`config.mk`:
```
export PLATFORM = sky130hd
export DESIGN_NAME = adc_conversion_sequencer
export DESIGN_NICKNAME = d
export VERILOG_FILES = /design/src/logic/adc_seq_pkg.sv /design/src/logic/adc_conversion_sequencer.sv
export SDC_FILE = /design/constraint.sdc
export NUM_CORES = 1
export LEC_CHECK = 0
export ABC_CLOCK_PERIOD_IN_PS = 4900
export BUFFER_PORTS_ARGS = -buffer_cell sky130_fd_sc_hd__buf_2
export CORE_ASPECT_RATIO = 0.75
export CORE_UTILIZATION = 59
export DETAILED_ROUTE_END_ITERATION = 16
export MAX_ROUTING_LAYER = met4
export PLACE_DENSITY_LB_ADDON = 0.25
export SYNTH_ARGS = -nofsm -noshare
export SYNTH_HDL_FRONTEND = slang
export SYNTH_SLANG_ARGS = --single-unit
```
`constraint.sdc`:
```
create_clock -name ref_clk_i -period 4.9 [get_ports ref_clk_i]
set_input_delay 0.49 -clock ref_clk_i [delete_from_list [all_inputs] [get_ports ref_clk_i]]
set_output_delay 0.49 -clock ref_clk_i [all_outputs]
set_load 0.005 [all_outputs]
```
`src/logic/adc_seq_pkg.sv`:
```
package adc_seq_pkg;

	// ----------------------------------------------------------------
	// clocking and step timing
	// ----------------------------------------------------------------
	localparam int REF_PERIOD_NS = 8; // reference clock period
	localparam int SYS_PERIOD_NS = 600; // one table step
	localparam int SYS_DIV = SYS_PERIOD_NS / REF_PERIOD_NS; // 75 ref cycles
	localparam int SYS_HALF = SYS_DIV / 2; // falling edge position
	localparam logic [6:0] DIV_LAST = 7'(SYS_DIV - 1);
	localparam logic [6:0] DIV_FALL = 7'(SYS_HALF);

	// converter needs 12.5 system clocks, held here doubled
	localparam int CONV_HALF_CYCLES = 25;
	localparam int CONV_WAIT = (CONV_HALF_CYCLES + 1) / 2; // 13 steps

	// ----------------------------------------------------------------
	// sequence steps
	// ----------------------------------------------------------------
	localparam int STEP_COUNT = 30;
	localparam logic [4:0] STEP_WAIT = 5'h00; // idle, wait flag high
	localparam logic [4:0] STEP_RD_HI = 5'h01; // upper four bits out
	localparam logic [4:0] STEP_SAMPLE = 5'h02; // sampling starts
	localparam logic [4:0] STEP_RD_LO = 5'h03; // lower eight bits out
	localparam logic [4:0] STEP_LATCH_A = 5'h04; // lower byte latched
	localparam logic [4:0] STEP_RD_END = 5'h05; // read strobe released
	localparam logic [4:0] STEP_CD_END = 5'h06; // ctl/data released
	localparam logic [4:0] STEP_MODE = 5'h07; // mode programming
	localparam logic [4:0] STEP_PACE = 5'h0f; // pacing may hold here
	localparam logic [4:0] STEP_CONV_CD = 5'h10; // ctl/data low first
	localparam logic [4:0] STEP_CONV = 5'h11; // conversion start
	localparam logic [4:0] STEP_HOLD = 5'h12; // hold, polarity latched
	localparam logic [4:0] STEP_RESTART =
		5'(int'(STEP_CONV) + CONV_WAIT - 1); // 29
	localparam logic [4:0] STEP_RESET = 5'h00;

	// ----------------------------------------------------------------
	// output data word layout
	// ----------------------------------------------------------------
	localparam int WORD_W = 14;
	localparam int SIGN_BIT = 12;
	localparam int OVR_BIT = 13;
	localparam int MSB_W = 4;
	localparam int LSB_W = 8;
	localparam int MODE_W = 3;
	localparam logic [WORD_W-1:0] WORD_RESET = 14'h0000;

	// ----------------------------------------------------------------
	// one table entry
	// ----------------------------------------------------------------
	typedef struct packed {
		logic sample; // sample-hold tracks while high
		logic write_n; // converter write strobe
		logic read_n; // converter read strobe
		logic ctl_data_n; // converter control/data select
		logic latch; // data latch strobe
		logic pace_en; // pacing may stop the counter
		logic wait_flag; // idle point, waits for a read
		logic restart; // last entry, counter back to zero
	} ctl_s;

	localparam ctl_s CTL_IDLE = '{sample: 1'b0, write_n: 1'b1,
		read_n: 1'b1, ctl_data_n: 1'b1, latch: 1'b0, pace_en: 1'b0,
		wait_flag: 1'b1, restart: 1'b0};

endpackage : adc_seq_pkg

```
`src/logic/adc_conversion_sequencer.sv`:
```
`timescale 1ns/1ps

module adc_conversion_sequencer
	import adc_seq_pkg::*;
(
	// clock and reset
	input wire logic ref_clk_i,
	input wire logic arst_n_i,
	// pins from the card and converter
	input wire logic read_pending_n_i,
	input wire logic pace_hold_i,
	input wire logic [LSB_W-1:0] conv_data_i,
	input wire logic polarity_i,
	input wire logic common_overrange_n_i,
	// converter control
	output logic sys_clk_o,
	output logic conv_cs_n_o,
	output logic conv_write_n_buf_o,
	output logic conv_read_n_buf_o,
	output logic conv_ctl_data_n_buf_o,
	output logic [MODE_W-1:0] mode_data_o,
	output logic mode_data_oe_o,
	// analog and card control
	output logic sample_ctl_buf_o,
	output logic latch_strobe_o,
	output logic latch_strobe_buf_o,
	output logic pacing_enable_o,
	output logic wait_o,
	output logic run_o,
	output logic [4:0] step_o,
	// result
	output logic [WORD_W-1:0] data_word_o,
	output logic data_valid_o
);

	// ----------------------------------------------------------------
	// control table
	// ----------------------------------------------------------------
	// one entry per step; outside listed steps strobes sit idle
	function automatic ctl_s lookup(input logic [4:0] step);
		ctl_s c;
		c = CTL_IDLE;
		c.wait_flag = (step == STEP_WAIT);
		// tracking from sampling start up to the hold step
		c.sample = (step >= STEP_SAMPLE) && (step < STEP_HOLD);
		// upper nibble read spans sample start
		if ((step >= STEP_RD_HI) && (step < STEP_RD_END)) begin
			c.read_n = 1'b0;
		end
		// ctl/data low with read low gives the lower byte
		if ((step >= STEP_RD_LO) && (step < STEP_CD_END)) begin
			c.ctl_data_n = 1'b0;
		end
		c.latch = (step == STEP_LATCH_A) || (step == STEP_HOLD);
		// write low alone programs the mode
		if (step == STEP_MODE) begin
			c.write_n = 1'b0;
		end
		c.pace_en = (step == STEP_PACE);
		if (step == STEP_CONV_CD) begin
			c.ctl_data_n = 1'b0;
		end
		// both low together starts the conversion
		if (step == STEP_CONV) begin
			c.ctl_data_n = 1'b0;
			c.write_n = 1'b0;
		end
		c.restart = (step == STEP_RESTART);
		return c;
	endfunction : lookup

	// ----------------------------------------------------------------
	// system clock divider
	// ----------------------------------------------------------------
	logic [6:0] div_reg; // ref cycles into the step
	logic [6:0] div_next;
	logic sys_clk_reg; // square wave to converter
	logic sys_clk_next;
	logic rise_tick; // system clock rising edge
	logic fall_tick; // system clock falling edge

	// ticks are one ref cycle wide; step logic keys off them only
	assign rise_tick = (div_reg == DIV_LAST);
	assign fall_tick = (div_reg == DIV_FALL);

	// divider wraps every 600 ns step
	always_comb begin
		div_next = rise_tick ? 7'h00 : div_reg + 7'h01;
		sys_clk_next = sys_clk_reg;
		if (rise_tick) begin
			sys_clk_next = 1'b1;
		end else if (fall_tick) begin
			sys_clk_next = 1'b0;
		end
	end

	always_ff @(posedge ref_clk_i or negedge arst_n_i) begin
		if (!arst_n_i) begin
			div_reg <= 7'h00;
			sys_clk_reg <= 1'b0;
		end else begin
			div_reg <= div_next;
			sys_clk_reg <= sys_clk_next;
		end
	end

	// ----------------------------------------------------------------
	// pin synchronisers
	// ----------------------------------------------------------------
	// data, polarity, overrange, read pending, pace hold
	localparam int SYNC_W = LSB_W + 4;
	logic [SYNC_W-1:0] sync1_reg; // first stage, read only by second
	logic [SYNC_W-1:0] sync2_reg; // safe to use
	logic [SYNC_W-1:0] pins_raw;

	assign pins_raw = {pace_hold_i, read_pending_n_i, common_overrange_n_i,
		polarity_i, conv_data_i};

	// pins read low for two cycles after reset; no decision comes
	// that early, so nothing acts on it
	// two flops before any logic looks at a pin
	always_ff @(posedge ref_clk_i or negedge arst_n_i) begin
		if (!arst_n_i) begin
			sync1_reg <= '0;
			sync2_reg <= '0;
		end else begin
			sync1_reg <= pins_raw;
			sync2_reg <= sync1_reg;
		end
	end

	logic [LSB_W-1:0] data_s;
	logic polarity_s; // high for negative input
	logic ovr_n_s; // low on overrange
	logic read_pending_n_s;
	logic pace_hold_s;

	assign data_s = sync2_reg[LSB_W-1:0];
	assign polarity_s = sync2_reg[LSB_W];
	assign ovr_n_s = sync2_reg[LSB_W+1];
	assign read_pending_n_s = sync2_reg[LSB_W+2];
	assign pace_hold_s = sync2_reg[LSB_W+3];

	// ----------------------------------------------------------------
	// sequence counter and table
	// ----------------------------------------------------------------
	logic [4:0] step_reg; // table address
	logic [4:0] step_next;
	ctl_s ctl_reg; // unbuffered table outputs
	ctl_s ctl_next;
	ctl_s buf_reg; // falling-edge copies
	ctl_s buf_next;
	logic run_reg; // stop register, low halts count
	logic run_next;

	// while halted the divider keeps running, so the converter
	// clock never stops
	// counter and lookup move on the rising edge only
	always_comb begin
		step_next = step_reg;
		ctl_next = ctl_reg;
		if (rise_tick && run_reg) begin
			if (ctl_reg.restart) begin
				step_next = STEP_RESET;
			end else begin
				step_next = step_reg + 5'h01;
			end
			ctl_next = lookup(step_next);
		end
	end

	// stop decision and clean copies taken half a step later;
	// the table settles on the rise, so the fall sees no glitch
	always_comb begin
		buf_next = buf_reg;
		run_next = run_reg;
		if (fall_tick) begin
			buf_next = ctl_reg;
			// idle waits for a read; pacing may hold step 15
			run_next = !((ctl_reg.wait_flag && read_pending_n_s) ||
				(ctl_reg.pace_en && pace_hold_s));
		end
	end

	always_ff @(posedge ref_clk_i or negedge arst_n_i) begin
		if (!arst_n_i) begin
			step_reg <= STEP_RESET;
			ctl_reg <= CTL_IDLE;
			buf_reg <= CTL_IDLE;
			run_reg <= 1'b0;
		end else begin
			step_reg <= step_next;
			ctl_reg <= ctl_next;
			buf_reg <= buf_next;
			run_reg <= run_next;
		end
	end

	// ----------------------------------------------------------------
	// result capture
	// ----------------------------------------------------------------
	ctl_s seen_reg; // buffered copy at the previous rise
	ctl_s seen_next;
	logic [MSB_W-1:0] msb_reg; // upper nibble held
	logic [MSB_W-1:0] msb_next;
	logic sign_reg; // polarity at the hold step
	logic sign_next;
	logic ovr_reg; // overrange at the hold step
	logic ovr_next;
	logic [WORD_W-1:0] word_reg;
	logic [WORD_W-1:0] word_next;
	logic valid_reg;
	logic valid_next;

	// limitation: data and flags both come from the previous pass's conversion,
	// so the first word after reset carries the reset flags
	// rising-edge consumers use the buffered strobes only
	always_comb begin
		seen_next = seen_reg;
		msb_next = msb_reg;
		sign_next = sign_reg;
		ovr_next = ovr_reg;
		word_next = word_reg;
		valid_next = 1'b0;
		if (rise_tick) begin
			seen_next = buf_reg;
			// sampling start also latches the upper nibble
			if (buf_reg.sample && !seen_reg.sample) begin
				msb_next = data_s[MSB_W-1:0];
			end
			// latch while reading: lower byte completes the word
			if (buf_reg.latch && !seen_reg.latch) begin
				if (!buf_reg.read_n) begin
					word_next[LSB_W-1:0] = data_s;
					word_next[LSB_W+MSB_W-1:LSB_W] = msb_reg;
					word_next[SIGN_BIT] = sign_reg;
					word_next[OVR_BIT] = ovr_reg;
					valid_next = 1'b1;
				end else begin
					// latch at hold time freezes the flags
					sign_next = polarity_s;
					ovr_next = ovr_n_s;
				end
			end
		end
	end

	always_ff @(posedge ref_clk_i or negedge arst_n_i) begin
		if (!arst_n_i) begin
			seen_reg <= CTL_IDLE;
			msb_reg <= '0;
			sign_reg <= 1'b0;
			ovr_reg <= 1'b1;
			word_reg <= WORD_RESET;
			valid_reg <= 1'b0;
		end else begin
			seen_reg <= seen_next;
			msb_reg <= msb_next;
			sign_reg <= sign_next;
			ovr_reg <= ovr_next;
			word_reg <= word_next;
			valid_reg <= valid_next;
		end
	end

	// ----------------------------------------------------------------
	// mode data lines
	// ----------------------------------------------------------------
	logic [MODE_W-1:0] mode_reg; // value on the shared lines
	logic [MODE_W-1:0] mode_next;
	logic mode_oe_reg; // drive only while chip is not reading
	logic mode_oe_next;

	// taken from the next buffered value so lines and strobes
	// change on the same ref edge
	// lines follow the inverted buffered read strobe; the driver is
	// off while read is low so the chip owns the bus then
	always_comb begin
		mode_next = {MODE_W{~buf_next.read_n}};
		mode_oe_next = buf_next.read_n;
	end

	always_ff @(posedge ref_clk_i or negedge arst_n_i) begin
		if (!arst_n_i) begin
			mode_reg <= '0;
			mode_oe_reg <= 1'b1;
		end else begin
			mode_reg <= mode_next;
			mode_oe_reg <= mode_oe_next;
		end
	end

	// ----------------------------------------------------------------
	// outputs, all from flops
	// ----------------------------------------------------------------
	logic cs_n_reg; // chip select, never released

	always_ff @(posedge ref_clk_i or negedge arst_n_i) begin
		if (!arst_n_i) begin
			cs_n_reg <= 1'b0;
		end else begin
			cs_n_reg <= 1'b0;
		end
	end

	assign sys_clk_o = sys_clk_reg;
	assign conv_cs_n_o = cs_n_reg;
	assign conv_write_n_buf_o = buf_reg.write_n;
	assign conv_read_n_buf_o = buf_reg.read_n;
	assign conv_ctl_data_n_buf_o = buf_reg.ctl_data_n;
	assign mode_data_o = mode_reg;
	assign mode_data_oe_o = mode_oe_reg;
	// hold stage tracks while high, holds while low
	assign sample_ctl_buf_o = buf_reg.sample;
	// falling-edge users get the raw table output
	assign latch_strobe_o = ctl_reg.latch;
	assign latch_strobe_buf_o = buf_reg.latch;
	assign pacing_enable_o = ctl_reg.pace_en;
	assign wait_o = ctl_reg.wait_flag;
	assign run_o = run_reg;
	assign step_o = step_reg;
	assign data_word_o = word_reg;
	assign data_valid_o = valid_reg;

endmodule : adc_conversion_sequencer

```
* Word-level counts from Yosys, hierarchy flattened
Cells that the tools add are included.
Storage, ports and cells: word-level logic and storage cells 82, bits in registers 78, output and inout bits 35
Cells by class: reductions and logical operators 18, order comparisons 6, eq/ne operators 9, bitwise gates (word level) 2, add/subtract/negate cells 2, mux-type cells 15
Operators by type and width (number):
- == test 5 bit, second input constant | 4
- two-way mux 1 bit | 11
- == test 5 x 3 -> 1 bit, second input constant | 2
- greater-or-equal comparator 5 x 2 -> 1 bit, second input constant | 2
- < comparator 5 x 3 -> 1 bit, second input constant | 2
- two-way mux 5 bit | 2
- logical AND 1 bit | 8
- adder 7 x 1 -> 7 bit, second input constant | 1
- == test 7 x 6 -> 1 bit, second input constant | 1
- == test 7 bit, second input constant | 1
- two-way mux 7 bit | 1
- two-way mux 6 bit | 1
- AND reduction 3 bit | 2
- adder 5 x 1 -> 5 bit, second input constant | 1
- == test 5 x 4 -> 1 bit, second input constant | 1
- greater-or-equal comparator 5 x 1 -> 1 bit, second input constant | 1
- zero test 5 bit | 1
- < comparator 5 bit, second input constant | 1
- zero test 1 bit | 3
- logical OR 1 bit | 2
- inverter 1 bit | 2
- AND reduction 2 bit | 1
- nonzero test 2 bit | 1

* Depth between registers and ports, before layout
depth after elaboration 8, gate-level depth with buffers 8

* Worst setup path after synthesis
No wires, ideal clock.
path kind flip-flop to flip-flop, start register step_reg[1], in the netlist step_o[1], end register ctl_reg[5] in the netlist's numbering, arrival time 1.886 ns, library setup time 0.084 ns, path slack 2.930 ns, stages on the path, launching flop included 6, clock period less this slack 1.970 ns, cell sequence dfrtp_1 -> ha_1 -> and3_4 -> mux2_4 -> or3_4 -> o32a_1
On the way: word-level cells in the longest chain between the ends 6, elaborated cells on any way between the ends 7, those cells by class 1 x add/sub; 2 x order compare; 3 x mux; 1 x reduce/logical
Ends and longest elaborated chain:
- start: declaration | RTL line adc_conversion_sequencer.sv:147 | logic [4:0] step_reg;
- start signal: assignment | RTL line adc_conversion_sequencer.sv:192 | step_reg <= step_next;
- adder 5 x 1 -> 5 bit (*) | RTL line adc_conversion_sequencer.sv:166 | step_next = step_reg + 5'h01;
- two-way mux 5 bit (*) | RTL line adc_conversion_sequencer.sv:163 | if (ctl_reg.restart) begin
- two-way mux 5 bit (*) | RTL line adc_conversion_sequencer.sv:162 | if (rise_tick && run_reg) begin
- greater-or-equal comparator 5 x 1 -> 1 bit or < comparator 5 x 3 -> 1 bit (tied branches) | RTL line adc_conversion_sequencer.sv:47 | if ((step >= STEP_RD_HI) && (step < STEP_RD_END)) begin
- logical AND 1 bit (*) | RTL line adc_conversion_sequencer.sv:47
- two-way mux 1 bit (*) | RTL line adc_conversion_sequencer.sv:47
- end signal: assignment | RTL line adc_conversion_sequencer.sv:193 | ctl_reg <= ctl_next;
- end: declaration | RTL line adc_conversion_sequencer.sv:149 | ctl_s ctl_reg;
Every way passes the cells marked *; elsewhere a longest branch is shown, timed or not. The select of a mux whose other input is x is not followed. A chain may end at the register's enable or synchronous reset.

* Worst setup path after layout
start register div_reg[0], end register word_reg[13], in the netlist data_word_o[13]
On the way: word-level cells in the longest chain between the ends 2
Ends and longest elaborated chain:
- start: declaration | RTL line adc_conversion_sequencer.sv:75 | logic [6:0] div_reg;
- start signal: assignment | RTL line adc_conversion_sequencer.sv:102 | div_reg <= div_next;
- == test 7 bit | RTL line adc_conversion_sequencer.sv:83 | assign rise_tick = (div_reg == DIV_LAST);
- AND reduction 3 bit (no line)
- end signal: assignment | RTL line adc_conversion_sequencer.sv:261 | word_reg <= word_next;
- end: declaration | RTL line adc_conversion_sequencer.sv:210 | logic [WORD_W-1:0] word_reg;
Every way passes these cells.

==> results.ini <==
[outcome]
status=finished, final reports clean

[timing]
relSlewSlack_pct=41.73
tightest_slew_ps=874.1
finClkSkew_ps=5.649
grt_setup_unrepaired=false
layout_min_cycle_time_ps=2772
whs_ps=250.2
final_max_slew_viol_count=0
setup_viol=0
fin_crit_sh_pct=56.58
hold_viol=0
fmax_ghz=0.3607
setup_slack_ps=2128
setup_tns_ps=0

[routing]
routed-via-count=1728
ant_nets=0
drt-pass1-iter-count=4
wl_mm=4.735
wl_per_cell_um=14.84
drtIter0Drc=82
via_per_inst=5.417
drc=0

[synthesis]
ys_types=47
yosysMostFrequentCell=dfrtp_1
synth_top_cell_area_share_pct=56.76
syn_area_per_cell_um2=14.07
synth_mux_area_share_pct=13.77
synth_common_cells=dfrtp_1 (67), mux2_2 (16), nand2_1 (13), nor2_1 (11), mux2_4 (10)
yosys.area.top_type=dfrtp_1
synth_top_family_by_area=multiplexers
synthAdderAreaFrac_pct=1.694
synthTopCellsByArea=dfrtp_1 (57%), dfstp_2 (7.1%), mux2_2 (6.1%)
synth_compound_area_share_pct=4.490
ys_ff_latch=75
synth_fp_nets=228
netlist_instances=210
synth-simple-area-share_pct=11.14
synth-warning-count=0
synth_ff_type=dfrtp_1
yosysSeqAreaShare_pct=63.87
synth-xor-area-share_pct=2.075
async_flop_share_pct=100.0
synth_edf_count=0
syn_area_um2=2954

[floorplanning]
core_um2=4624
fp.dieW_um=83.71
start_util_pct=63.88
die-area_um2=5297
num_io_pins=49
rows=21
die_h_um=63.28

[global_route]
grt_pass1_vias=1581
gr-usage-met3_pct=8.650
grt_pass1_wl_mm=8.031
grt.total_usage_pct=21.13
gr-max-usage-layer=met1
overflow=0
gr-usage-met1_pct=31.48
use_met2_pct=26.93
antenna_found_initial=0
grt_max_degree=76

[power]
ir_worst_vdd_v=0.0002726
power_density_nw_per_um2=311.9
power_mw=1.050
p_leak_nw=1.681

[setup_path]
r2r_slack_ps=2130
crit_buf_inv=1
worstPathArrival_ps=3000
cp_slowest_cell=and4bb_1
cpLargestDelayFamily=simple AND/OR/NAND/NOR gates
cp.required_ps=5130
start_kind=register
cp_max_fo=15
end_kind=register
path_class=register to register
crit_chain=inv_1, ha_1, and4b_1, nor3b_2, and4bb_1, mux2_1
slowest_delay_ps=860

[cells_and_area]
final.fill_count=319
largest_reg_flops=14
antennaDiodeCount=0
finalNetCount=275
syn_to_final_growth_pct=13.93
drive_above_1_share_pct=38.93

[clocking]
cts_buffers=9
clkLatencyLatePin_ps=340
cts_tree=built
post_cts_buffers=0
numClockSinks=75
hold_buffers=0
root_buffer=clkbuf_8
cts_resized=0
htree_levels=3
max-clock-path-buffers=2
cts.clk_slew.worst_paths_ps=70

[placement]
pre_cts_slack_ps=2119
io_buffer_count=47
gp_congestion=0.8517
post-dp-hpwl_mm=3.316

[job]
max-cap-violations=0

[hold_path]
min_path_type=input pin to register

-- report_power, final --
part / switching [mW] / internal (mW) / leakage (nW)
sequential: 0.00286 / 0.629 / 0.938
combinational: 0.0120 / 0.00390 / 0.657
clock: 0.205 / 0.197 / 0.0863
-- worst paths after layout --
check,cells after the start,end,startpoint
setup / recovery,6,data_word_o[13],div_reg[0]
min in group asynchronous,1,sample_ctl_buf_o,arst_n_i
hold / removal,1,sync1_reg[1],conv_data_i[1]
max in group asynchronous,1,step_o[0],arst_n_i
setup reg to reg,6,data_word_o[13],div_reg[0]
hold reg to reg,0,sync2_reg[2],sync1_reg[2]
-- layout by cell type, fill, tap and decap left out, drive strengths merged, types with 4 or more instances in the layout --
| master | count |
|---|---|
| nor3 | 5 |
| xnor2 | 7 |
| dfrtp | 67 |
| nor2 | 11 |
| mux2 | 31 |
| inv | 4 |
| nand3 | 5 |
| nand2 | 13 |
| ha | 4 |
| buf | 47 |
| dfstp | 8 |
| clkbuf | 12 |
-- through the flow --
stage          cell area [um2]  util (%)  cells
3_5_place_dp              3194     69.07    303
4_1_cts                   3366     72.78    319
6_report                  3366     72.78    319
5_1_grt                   3366     72.78    319
2_1_floorplan             2954         -    210
3_3_place_gp              3194     69.07    303
-- per-layer routing --
layer	vias to the layer above	part of all wire (%)
met4	0	0.89
met5	-	0
met2	56	42
met1	847	52
li1	821	-
met3	4	6.0
-- area by class of cell --
cell class,count,area [um2],area share (%)
multi-input cells,120,983.4,29.22
flip-flops and latches,75,1887,56.06
clock buffers,12,145.1,4.312
inverters,4,15.01,0.4461
clock inverters,4,26.28,0.7807
well taps,57,71.32,2.119
repair buffers,47,237.7,7.063
-- kinds of logic after synthesis --
family,Yosys count
other cells,1
compound gates,17
xor+xnor,7
simple gates,58
flops,75
fa+ha+maj,4
buf+inv,15
mux,33
Note: power is estimated with default switching activity, not from simulation.
